File: config.mk
export PLATFORM = sky130hd
export DESIGN_NAME = ppgcu_top
export DESIGN_NICKNAME = d
export VERILOG_FILES = /design/src/logic/ppgcu_pkg.sv /design/src/logic/ppgcu_bank_if.sv /design/src/logic/ppgcu_bank.sv /design/src/logic/ppgcu_top.sv
export SDC_FILE = /design/constraint.sdc
export NUM_CORES = 1
export LEC_CHECK = 0
export BUFFER_PORTS_ARGS = -buffer_cell sky130_fd_sc_hd__buf_2
export CORE_ASPECT_RATIO = 1.75
export CORE_MARGIN = 4
export CORE_UTILIZATION = 40
export CTS_BUF_LIST = sky130_fd_sc_hd__clkbuf_4 sky130_fd_sc_hd__clkbuf_8
export DETAILED_ROUTE_END_ITERATION = 8
export PLACE_DENSITY = 0.7
export SYNTH_ARGS = -nofsm -noshare
export SYNTH_HDL_FRONTEND = slang
export SYNTH_SLANG_ARGS = --single-unit
File: constraint.sdc
create_clock -name clk_i -period 2.3 [get_ports clk_i]
set_input_delay 0.345 -clock clk_i [delete_from_list [all_inputs] [get_ports clk_i]]
set_output_delay 0.345 -clock clk_i [all_outputs]
set_load 0.02 [all_outputs]
File: src/logic/ppgcu_pkg.sv
// Purpose: constants and types for the compare update control of a pulse-pattern timer pair
// Assumes: byte addresses on an 8-bit register port, 32-bit data
// Notes: slot index is addr[3:2], so at most four compare slots per timer
package ppgcu_pkg;
  localparam int ADDR_W = 8;
  localparam int IDX_W = 2;

  localparam logic [7:0] CTRL0_OFS = 8'h00;
  localparam logic [7:0] CTRL1_OFS = 8'h04;
  localparam logic [7:0] CFG_OFS = 8'h08;
  localparam logic [7:0] STAT_OFS = 8'h0C;
  localparam logic [7:0] BUF0_OFS = 8'h10;
  localparam logic [7:0] BUF1_OFS = 8'h20;
  localparam logic [7:0] CMP0_OFS = 8'h30;
  localparam logic [7:0] CMP1_OFS = 8'h40;

  // ppg_timer_control layout
  localparam int CTRL_W = 12;
  localparam logic [11:0] CTRL_WMASK = 12'hFF7;
  localparam logic [11:0] CTRL_RESET = 12'h000;
  localparam int WPATH_BIT = 2;
  localparam int UPD_SEL_BIT = 4;
  localparam int MODCY_LSB = 5;
  localparam logic [2:0] MODCY_NONE = 3'h0;
  localparam logic [2:0] MODCY_MAX = 3'h4;

  // configuration register layout
  localparam int CFG_W = 10;
  localparam logic [9:0] CFG_WMASK = 10'h337;
  localparam logic [9:0] CFG_RESET = 10'h000;
  localparam int PAIR_LSB = 0;
  localparam int PPG0_BIT = 4;
  localparam int MCLR0_BIT = 8;
  localparam logic [2:0] PAIR_IPPG_A = 3'h6;
  localparam logic [2:0] PAIR_IPPG_B = 3'h7;

  typedef struct packed {
    logic [1:0][CTRL_W-1:0] ctrl;
    logic [CFG_W-1:0] cfg;
    logic [1:0] eff_sel;
    logic [31:0] rdata;
  } ppgcu_state_t;
endpackage

File: src/logic/ppgcu_bank_if.sv
// Purpose: carries one timer's buffer writes and transfer strobes to its compare bank
// Assumes: single clock domain
// Notes: plain signals only, no clocking
`timescale 1ns/1ps
interface ppgcu_bank_if #(
  parameter int W = 16,
  parameter int N = 4
);
  logic wr_en;
  logic [1:0] wr_idx;
  logic [W-1:0] wr_data;
  logic direct;
  logic xfer;
  logic [N-1:0][W-1:0] hold;
  logic [N-1:0][W-1:0] cmp;
  modport ctl (output wr_en, wr_idx, wr_data, direct, xfer, input hold, cmp);
  modport bank (input wr_en, wr_idx, wr_data, direct, xfer, output hold, cmp);
endinterface

File: src/logic/ppgcu_bank.sv
// Purpose: buffer and compare registers of one timer
// Assumes: wr_idx is below N whenever wr_en is high
// Notes: the compare values leave straight from flip-flops
`timescale 1ns/1ps
module ppgcu_bank import ppgcu_pkg::*; #(
  parameter int W = 16,
  parameter int N = 4
) (
  input wire logic clk_i,
  input wire logic reset_i,
  ppgcu_bank_if.bank bif
);
  typedef struct packed {
    logic [N-1:0][W-1:0] hold;
    logic [N-1:0][W-1:0] cmp;
  } ppgcu_bank_t;

  ppgcu_bank_t st;
  ppgcu_bank_t next_st;

  always_comb begin
    next_st = st;
    // a staged write landing with the transfer goes to the buffer only; the
    // compare takes the older buffer value, so no slot is half updated
    if (bif.xfer && !bif.direct) begin
      next_st.cmp = st.hold;
    end
    if (bif.wr_en) begin
      next_st.hold[bif.wr_idx] = bif.wr_data;
      if (bif.direct) begin
        next_st.cmp[bif.wr_idx] = bif.wr_data;
      end
    end
  end

  always_ff @(posedge clk_i) begin
    if (reset_i) begin
      st <= '0;
    end else begin
      st <= next_st;
    end
  end

  assign bif.hold = st.hold;
  assign bif.cmp = st.cmp;
endmodule // ppgcu_bank

File: src/logic/ppgcu_top.sv
// Purpose: compare register load control for a pulse-pattern timer pair
// Assumes: event inputs are one-cycle pulses synchronous to clk_i
// Notes: timer 1 has its own registers but follows timer 0's write path bit in interlocked PPG
`timescale 1ns/1ps
module ppgcu_top import ppgcu_pkg::*; #(
  parameter int CMP_W = 16,
  parameter int SLOTS = 4
) (
  input wire logic clk_i,
  input wire logic reset_i,
  input wire logic [ADDR_W-1:0] addr_i,
  input wire logic [31:0] wdata_i,
  input wire logic wr_i,
  input wire logic rd_i,
  input wire logic [1:0] ovf_i,
  input wire logic [1:0] pmatch_i,
  input wire logic [1:0] modcyc_end_i,
  output logic [31:0] rdata_o,
  output logic [SLOTS-1:0][CMP_W-1:0] cmp0_o,
  output logic [SLOTS-1:0][CMP_W-1:0] cmp1_o,
  output logic [1:0] upd_sel_o
);
  ppgcu_state_t st;
  ppgcu_state_t next_st;
  logic ippg;
  logic [1:0] ppg;
  logic [1:0] wpath;
  logic [1:0] upd_evt;
  logic [1:0] buf_hit;
  logic [1:0] cmp_hit;
  logic [IDX_W-1:0] idx;
  logic idx_ok;

  ppgcu_bank_if #(.W(CMP_W), .N(SLOTS)) b0 ();
  ppgcu_bank_if #(.W(CMP_W), .N(SLOTS)) b1 ();

  // codes above the last valid one are prohibited; treat them as no modulation
  function automatic logic mod_none(input logic [2:0] code);
    return (code == MODCY_NONE) || (code > MODCY_MAX);
  endfunction

  function automatic logic blk_hit(input logic [ADDR_W-1:0] a, input logic [ADDR_W-1:0] base);
    return a[ADDR_W-1:4] == base[ADDR_W-1:4];
  endfunction

  function automatic logic [31:0] word(input logic [CMP_W-1:0] v);
    logic [31:0] w;
    w = '0;
    w[CMP_W-1:0] = v;
    return w;
  endfunction

  assign idx = addr_i[3:2];
  assign idx_ok = ({30'h0, idx} < SLOTS) && (addr_i[1:0] == 2'h0);
  assign ippg = (st.cfg[PAIR_LSB+:3] == PAIR_IPPG_A) || (st.cfg[PAIR_LSB+:3] == PAIR_IPPG_B);

  always_comb begin
    for (int t = 0; t < 2; t++) begin
      ppg[t] = st.cfg[PPG0_BIT+t] | ippg;
      // timer modes move staged values on the period match alone
      if (!ppg[t]) begin
        upd_evt[t] = pmatch_i[t];
      end else if (st.eff_sel[t] || mod_none(st.ctrl[t][MODCY_LSB+:3])) begin
        upd_evt[t] = pmatch_i[t];
      end else begin
        upd_evt[t] = modcyc_end_i[t];
      end
    end
    wpath[0] = st.ctrl[0][WPATH_BIT];
    // interlocked pair: the second timer's own path bit is ignored
    wpath[1] = ippg ? st.ctrl[0][WPATH_BIT] : st.ctrl[1][WPATH_BIT];
    buf_hit[0] = blk_hit(addr_i, BUF0_OFS) && idx_ok;
    buf_hit[1] = blk_hit(addr_i, BUF1_OFS) && idx_ok;
    cmp_hit[0] = blk_hit(addr_i, CMP0_OFS) && idx_ok;
    cmp_hit[1] = blk_hit(addr_i, CMP1_OFS) && idx_ok;
  end

  assign b0.wr_en = wr_i && buf_hit[0];
  assign b1.wr_en = wr_i && buf_hit[1];
  assign b0.wr_idx = idx;
  assign b1.wr_idx = idx;
  assign b0.wr_data = wdata_i[CMP_W-1:0];
  assign b1.wr_data = wdata_i[CMP_W-1:0];
  assign b0.direct = !wpath[0];
  assign b1.direct = !wpath[1];
  assign b0.xfer = wpath[0] && upd_evt[0];
  assign b1.xfer = wpath[1] && upd_evt[1];

  ppgcu_bank #(.W(CMP_W), .N(SLOTS)) u_bank0 (
    .clk_i(clk_i),
    .reset_i(reset_i),
    .bif(b0)
  );

  ppgcu_bank #(.W(CMP_W), .N(SLOTS)) u_bank1 (
    .clk_i(clk_i),
    .reset_i(reset_i),
    .bif(b1)
  );

  always_comb begin
    next_st = st;
    next_st.rdata = '0;
    // the written select waits for its load event, so a cycle in flight
    // never switches its transfer timing halfway
    for (int t = 0; t < 2; t++) begin
      if (st.cfg[MCLR0_BIT+t] ? pmatch_i[t] : ovf_i[t]) begin
        next_st.eff_sel[t] = st.ctrl[t][UPD_SEL_BIT];
      end
    end
    if (wr_i) begin
      case (addr_i)
        CTRL0_OFS: next_st.ctrl[0] = wdata_i[CTRL_W-1:0] & CTRL_WMASK;
        CTRL1_OFS: next_st.ctrl[1] = wdata_i[CTRL_W-1:0] & CTRL_WMASK;
        CFG_OFS: next_st.cfg = wdata_i[CFG_W-1:0] & CFG_WMASK;
        default: next_st.cfg = st.cfg;
      endcase
    end
    if (rd_i) begin
      case (addr_i)
        CTRL0_OFS: next_st.rdata = {20'h0, st.ctrl[0]};
        CTRL1_OFS: next_st.rdata = {20'h0, st.ctrl[1]};
        CFG_OFS: next_st.rdata = {22'h0, st.cfg};
        STAT_OFS: next_st.rdata = {26'h0, wpath, ppg, st.eff_sel};
        default: begin
          if (buf_hit[0]) begin
            next_st.rdata = word(b0.hold[idx]);
          end else if (buf_hit[1]) begin
            next_st.rdata = word(b1.hold[idx]);
          end else if (cmp_hit[0]) begin
            next_st.rdata = word(b0.cmp[idx]);
          end else if (cmp_hit[1]) begin
            next_st.rdata = word(b1.cmp[idx]);
          end
        end
      endcase
    end
  end

  always_ff @(posedge clk_i) begin
    if (reset_i) begin
      st.ctrl <= {CTRL_RESET, CTRL_RESET};
      st.cfg <= CFG_RESET;
      st.eff_sel <= 2'h0;
      st.rdata <= 32'h0;
    end else begin
      st <= next_st;
    end
  end

  assign rdata_o = st.rdata;
  assign upd_sel_o = st.eff_sel;
  assign cmp0_o = b0.cmp;
  assign cmp1_o = b1.cmp;
endmodule // ppgcu_top

### Yosys cells after proc, flatten, opt, wreduce, memory -nomap -nowiden

Cells that the tools add are included.

* output and inout bits: 162
* logic and storage cells: 94
* register bits after elaboration: 319

* bitwise logic cells: 3
* $lt $le $gt $ge: 4
* mux-type cells: 32
* eq/ne operators: 9
* reduce and logical (&&, ||, !) cells: 24

Operator list (count)
* $mux W64: 6
* $bwmux W64: 4
* $mux W16: 9
* $bmux W16 S2: 4
* $pmux W16 S4: 1
* $demux W16 S2: 1
* $eq A8 B4 Y1 const B: 2
* $logic_and A1 B1 Y1: 11
* $eq A4 B2 Y1 const B: 2
* $eq A8 B3 Y1 const B: 1
* $logic_not A8 Y1: 1
* $mux W1: 7
* $eq A3 B3 Y1 const B: 2
* $gt A3 B3 Y1 const B: 2
* $logic_not A3 Y1: 2
* $reduce_and A2 Y1: 3
* $logic_or A1 B1 Y1: 5
* $eq A4 B1 Y1 const B: 1
* $eq A4 B3 Y1 const B: 1
* $lt A2 B3 Y1 const B: 1
* $ge A2 B1 Y1 const B: 1
* $logic_not A2 Y1: 1
* $or A1 B1 Y1: 2
* $reduce_or A2 Y1: 1
* $not A1 Y1: 1

### Longest topological paths before layout

* word-level depth: 11
* gate-level depth with buffers: 8

### Modules after synthesis

Synthesis repeated with hierarchy kept, for this count alone.

* cells, all modules: 1701
* area, all modules: 14590.2 um2

By module, submodules not included
* ppgcu_bank at u_bank1: area an instance 5308.8 um2, cells an instance 662, sequential area each 2562.5 um2, instances 1
* ppgcu_bank at u_bank0: area an instance 5149.9 um2, cells an instance 662, sequential area each 2562.5 um2, instances 1
* ppgcu_top: area an instance 4131.5 um2, cells an instance 377, sequential area each 940.9 um2, instances 1

### Worst setup path before layout

Ideal clock, no wire load.

* kind: input to register
* start: input port wr_i
* end: register st[50] (netlist name)
* data arrival time: 1.920 ns
* setup slack: 0.252 ns
* setup time: 0.128 ns
* stages: 7
* required time: 2.172 ns
* path through: buf_2 or3b_2 clkbuf_1 nor4_1 buf_4 mux2i_1 nor2_1

* cells in the longest elaborated chain, start to end: 1

RTL lines
* start, declared: RTL line ppgcu_top.sv:13 `input wire logic wr_i,`
* $reduce_and A2 Y1 (no source line)
* end signal, assigned: RTL line ppgcu_top.sv:147 `st <= next_st;`
* end, declared: RTL line ppgcu_top.sv:23 `ppgcu_state_t st;`

No other way between the ends.
A chain may end at the register's enable or synchronous reset.

### Worst setup path in the final report

* start: register st[49] (netlist name)
* end: register u_bank0.st (netlist bit u_bank0.bif.cmp[22])

* cells in the longest elaborated chain, start to end: 11
* elaborated cells on any way between the ends: 12

RTL lines
* $gt A3 B3 Y1 or $logic_not A3 Y1 (tied branches): RTL line ppgcu_top.sv:39 `return (code == MODCY_NONE) || (code > MODCY_MAX);`
* $logic_or A1 B1 Y1 *: RTL line ppgcu_top.sv:39
* $logic_or A1 B1 Y1 *: RTL line ppgcu_top.sv:63 `end else if (st.eff_sel[t] || mod_none(st.ctrl[t][MODCY_LSB+:3])) begin`
* $mux W1 *: RTL line ppgcu_top.sv:63
* $mux W1 *: RTL line ppgcu_top.sv:61 `if (!ppg[t]) begin`
* $logic_and A1 B1 Y1 *: RTL line ppgcu_top.sv:86 `assign b0.xfer = wpath[0] && upd_evt[0];`
* $logic_and A1 B1 Y1 *: RTL line ppgcu_bank.sv:25 `if (bif.xfer && !bif.direct) begin`
* $mux W64 *: RTL line ppgcu_bank.sv:25
* $bwmux W64: RTL line ppgcu_bank.sv:31 `next_st.cmp[bif.wr_idx] = bif.wr_data;`
* $mux W64: RTL line ppgcu_bank.sv:30 `if (bif.direct) begin`
* $mux W64 *: RTL line ppgcu_bank.sv:28 `if (bif.wr_en) begin`
* end signal, assigned: RTL line ppgcu_bank.sv:40 `st <= next_st;`
* end, declared: RTL line ppgcu_bank.sv:18 `ppgcu_bank_t st;`

Mark *: on every way between the ends. The rest lies on a longest branch, timed or not.

==> results.sh <==
export IMPL_period_minus_slack_ps=2220
export IMPL_holdPathEnd="rdata_o[9]$_SDFF_PP0_"
export IMPL_whs_path_depth=3
export IMPL_cp_end_kind="flop"
export IMPL_yosys_area_share_simple_pct=13.4
export IMPL_ant_nets=0
export IMPL_internal_power_mw=7.92
export IMPL_worstSetupStartpointType="flop"
export IMPL_drv_cap=0
export IMPL_antenna_found_initial=5
export IMPL_wl_met2_um=27300
export IMPL_drive_gt1_share_pct=23.1
export IMPL_power_frac_seq_pct=49.8
export IMPL_max_slew_worst_pin_slew_ps=1090
export IMPL_ys_seq_area_share_pct=39.4
export IMPL_ys_flop_type="dfxtp_1"
export IMPL_grt_usage_pct=26.1
export IMPL_synth_top_family_by_area="compound AO/OA/AOI/OAI gates"
export IMPL_status="completed"
export IMPL_post_route_period_util_pct=96.6
export IMPL_pin_count=212
export IMPL_cp_required_ps=2770
export IMPL_r2r_slack_ps=80
export IMPL_start_util_pct=40.7
export IMPL_setup_viol=0
export IMPL_reg2reg_from="st[49]$_SDFFE_PP0P_"
export IMPL_first_pass_iters=8
export IMPL_timing_rr_end="u_bank0.bif.cmp[22]$_SDFF_PP0_"
export IMPL_synth_xor_area_share_pct=0
export IMPL_post_cts_resized=0
export IMPL_timing_hold_violations_final=0
export IMPL_dp_hpwl_um=38000
export IMPL_switching_share_pct=25.1
export IMPL_gp_congestion=0.958
export IMPL_holdWs_ps=102
export IMPL_routed_via_density=6.25
export IMPL_insertion_delay_ps=580
export IMPL_syn_area_sq_um=15400
export IMPL_core_sq_um=37900
export IMPL_clock_sinks=303
export IMPL_ys_ff_latch=303
export IMPL_wirelength_met1_um=20300
export IMPL_rows=94
export IMPL_synth_warnings=0
export IMPL_critPathKind="reg2reg"
export IMPL_power_frac_clock_pct=43.5
export IMPL_drt_total_wl_um=56700
export IMPL_synth_top_cell_area_share_pct=39.4
export IMPL_layout_setup_ws_ps=77.4
export IMPL_synthArstFlopShare_pct=0
export IMPL_synthToLayoutAreaGrowth_pct=16.0
export IMPL_rr_worst_depth=5
export IMPL_cts_buffers_inserted=43
export IMPL_path_clk_slew_ps=70
export IMPL_postSynthAreaPerCell_sq_um=8.82
export IMPL_dpl_worst_slack_ps=-274
export IMPL_drt_iter0_markers=1608
export IMPL_route_met3_wl_um=5630
export IMPL_slew_headroom_pct=25.1
export IMPL_cts_max_path_buffers=3
export IMPL_powerDensity_nw_per_um2=592
export IMPL_synth_area_leader_cell="dfxtp_1"
export IMPL_p_switching_mw=2.65
export IMPL_chipHeight_um=268
export IMPL_fin_skew_ps=20.4
export IMPL_critPathMaxFanout=128
export IMPL_grt_ovfl_total=0
export IMPL_io_buffers=179
export IMPL_synth_area_leaders="dfxtp_1 39%, mux4_2 9.9%, a21oi_1 8.4%"
export IMPL_grt_pass1_wl_um=86100
export IMPL_worst_ep_arrival_time_ps=2690
export IMPL_vdd_drop_max_mv=0.342
export IMPL_cts_setup_buffers=0
export IMPL_cts_tree="done"
export IMPL_fp_dieW_um=156
export IMPL_synth_cell_types=61
export IMPL_ctsHoldBuffers=0
export IMPL_vias=14700
export IMPL_dieArea_sq_um=41800
export IMPL_dpl_instance_area_sq_um=16900
export IMPL_fin_area_sq_um=17900
export IMPL_min_path_type="in2reg"
export IMPL_drc=0
export IMPL_synthAdderAreaFrac_pct=0
export IMPL_hp_start="rd_i"
export IMPL_synth_edf_count=0
export IMPL_synth_cells=1747
export IMPL_avgRoutedWirePerCell_um=24.1
export IMPL_ctsHtreeMaxLevel=2
export IMPL_top_layer_used="met5"
export IMPL_grt_pass1_vias=14300
export IMPL_synth_compound_area_share_pct=27.7
export IMPL_max_freq_mhz=450
export IMPL_nets=1885
export IMPL_combPwrFrac_pct=6.7
export IMPL_power_mw=10.6
export IMPL_slew_violations=0
export IMPL_synth_mux_area_share_pct=12.5
export IMPL_cts_root_buf="clkbuf_8"
export IMPL_grt_max_degree=152
export IMPL_total_leakage_power_nw=6.55
export IMPL_grt_setup_unrepaired="false"
==> critical path, stage by stage, from the launching register on <==
cell and delay (ps):
dfxtp_1 360, or3b_1 400, a2111o_2 500, buf_12 230
and3_1 280, o31a_1 270
==> synthesized netlist by cell type (all sizes together) (63+ instances only) <==
cell type	instances
buf	75
mux4	68
nor2	64
dfxtp	303
clkbuf	160
o31ai	64
o31a	63
a211oi	138
and3	66
nand2	269
a21boi	66
a21oi	259
==> power by group through the flow <==
stage          combinational (mW)  clock [mW]  sequential (mW)
5_1_grt                     0.746        4.86             5.26
3_5_place_dp                0.690           0             5.38
2_1_floorplan               0.463           0             5.39
6_report                    0.705        4.60             5.26
3_3_place_gp                0.680           0             5.38
4_1_cts                     0.691        4.66             5.26
==> flip-flops by register name, indices dropped and copies added, names as in the netlist <==
signal and count:
rdata_o 16, st 29, u_bank0.bif.cmp 64, u_bank0.bif.hold 64
u_bank1.bif.cmp 64, u_bank1.bif.hold 64, upd_sel_o 2
==> logic make-up after synthesis <==
kind of cell           after synthesis
AO/OA/AOI/OAI                      645
AND/OR/NAND/NOR                    450
flip-flops                         303
buffers and inverters              241
multiplexers                       107
other                                1
==> how the worst max path moves through the flow <==
stage / endpoint / slack (ps) / cells after the start / start
after detailed placement: rdata_o[8]$_SDFF_PP0_ / -270 / 6 / addr_i[3]
after global placement: rdata_o[8]$_SDFF_PP0_ / -200 / 6 / addr_i[3]
final: u_bank0.bif.cmp[22]$_SDFF_PP0_ / 80 / 5 / st[49]$_SDFFE_PP0P_
after CTS: u_bank0.bif.cmp[31]$_SDFF_PP0_ / 110 / 5 / st[49]$_SDFFE_PP0P_
after floorplan: st[50]$_SDFFE_PP0P_ / 250 / 7 / wr_i
after global routing: u_bank0.bif.cmp[31]$_SDFF_PP0_ / 30 / 5 / st[49]$_SDFFE_PP0P_
==> cell type report <==
| cell class | instances | area [sq um] |
|---|---|---|
| antenna | 3 | 7.51 |
| fill | 3582 | 20000 |
| timing repair buffer | 263 | 1850 |
| inverter | 6 | 22.5 |
| sequential | 303 | 6070 |
| tap | 480 | 601 |
| clock inverter | 6 | 32.5 |
| clock buffer | 69 | 893 |
| multi-input combinational | 1218 | 8390 |
==> cells in the final DEF, fill, tap and decap left out, drive strengths merged, types with 3 or more instances in the layout <==
cell type  netlist  final
dfxtp          303    303
nand2          269    269
buf             75    263
a21oi          259    259
a211oi         138    138
clkbuf         160     69
mux4            68     68
and3            66     66
a21boi          66     66
o31ai           64     64
nor2            64     64
o31a            63     63
mux2i           38     38
conb             1     16
o21ai           11     11
a22oi           11     11
nor3             9      9
nand3            8      8
nor4             8      8
o22ai            7      7
clkinv           1      7
nand4            5      5
inv              5      4
o221ai           4      4
diode            0      3
or3              3      3
nor2b            3      3
o2bb2ai          3      3
==> through the flow <==
step,std cells,setup TNS [ps],utilization (%)
floorplan,1762,0,-
global placement,2270,-310,44.7
detailed placement,2270,-383,44.7
CTS,2345,0,47.1
global route,2348,0,47.2
finish,2348,0,47.2
==> routing by layer <==
layer	vias to the layer above	track usage, %
li1	6574	-
met1	6965	31.1
met2	930	42.8
met3	210	5.76
met4	4	15.8
met5	-	0
Note: power is estimated with default switching activity, not from simulation.
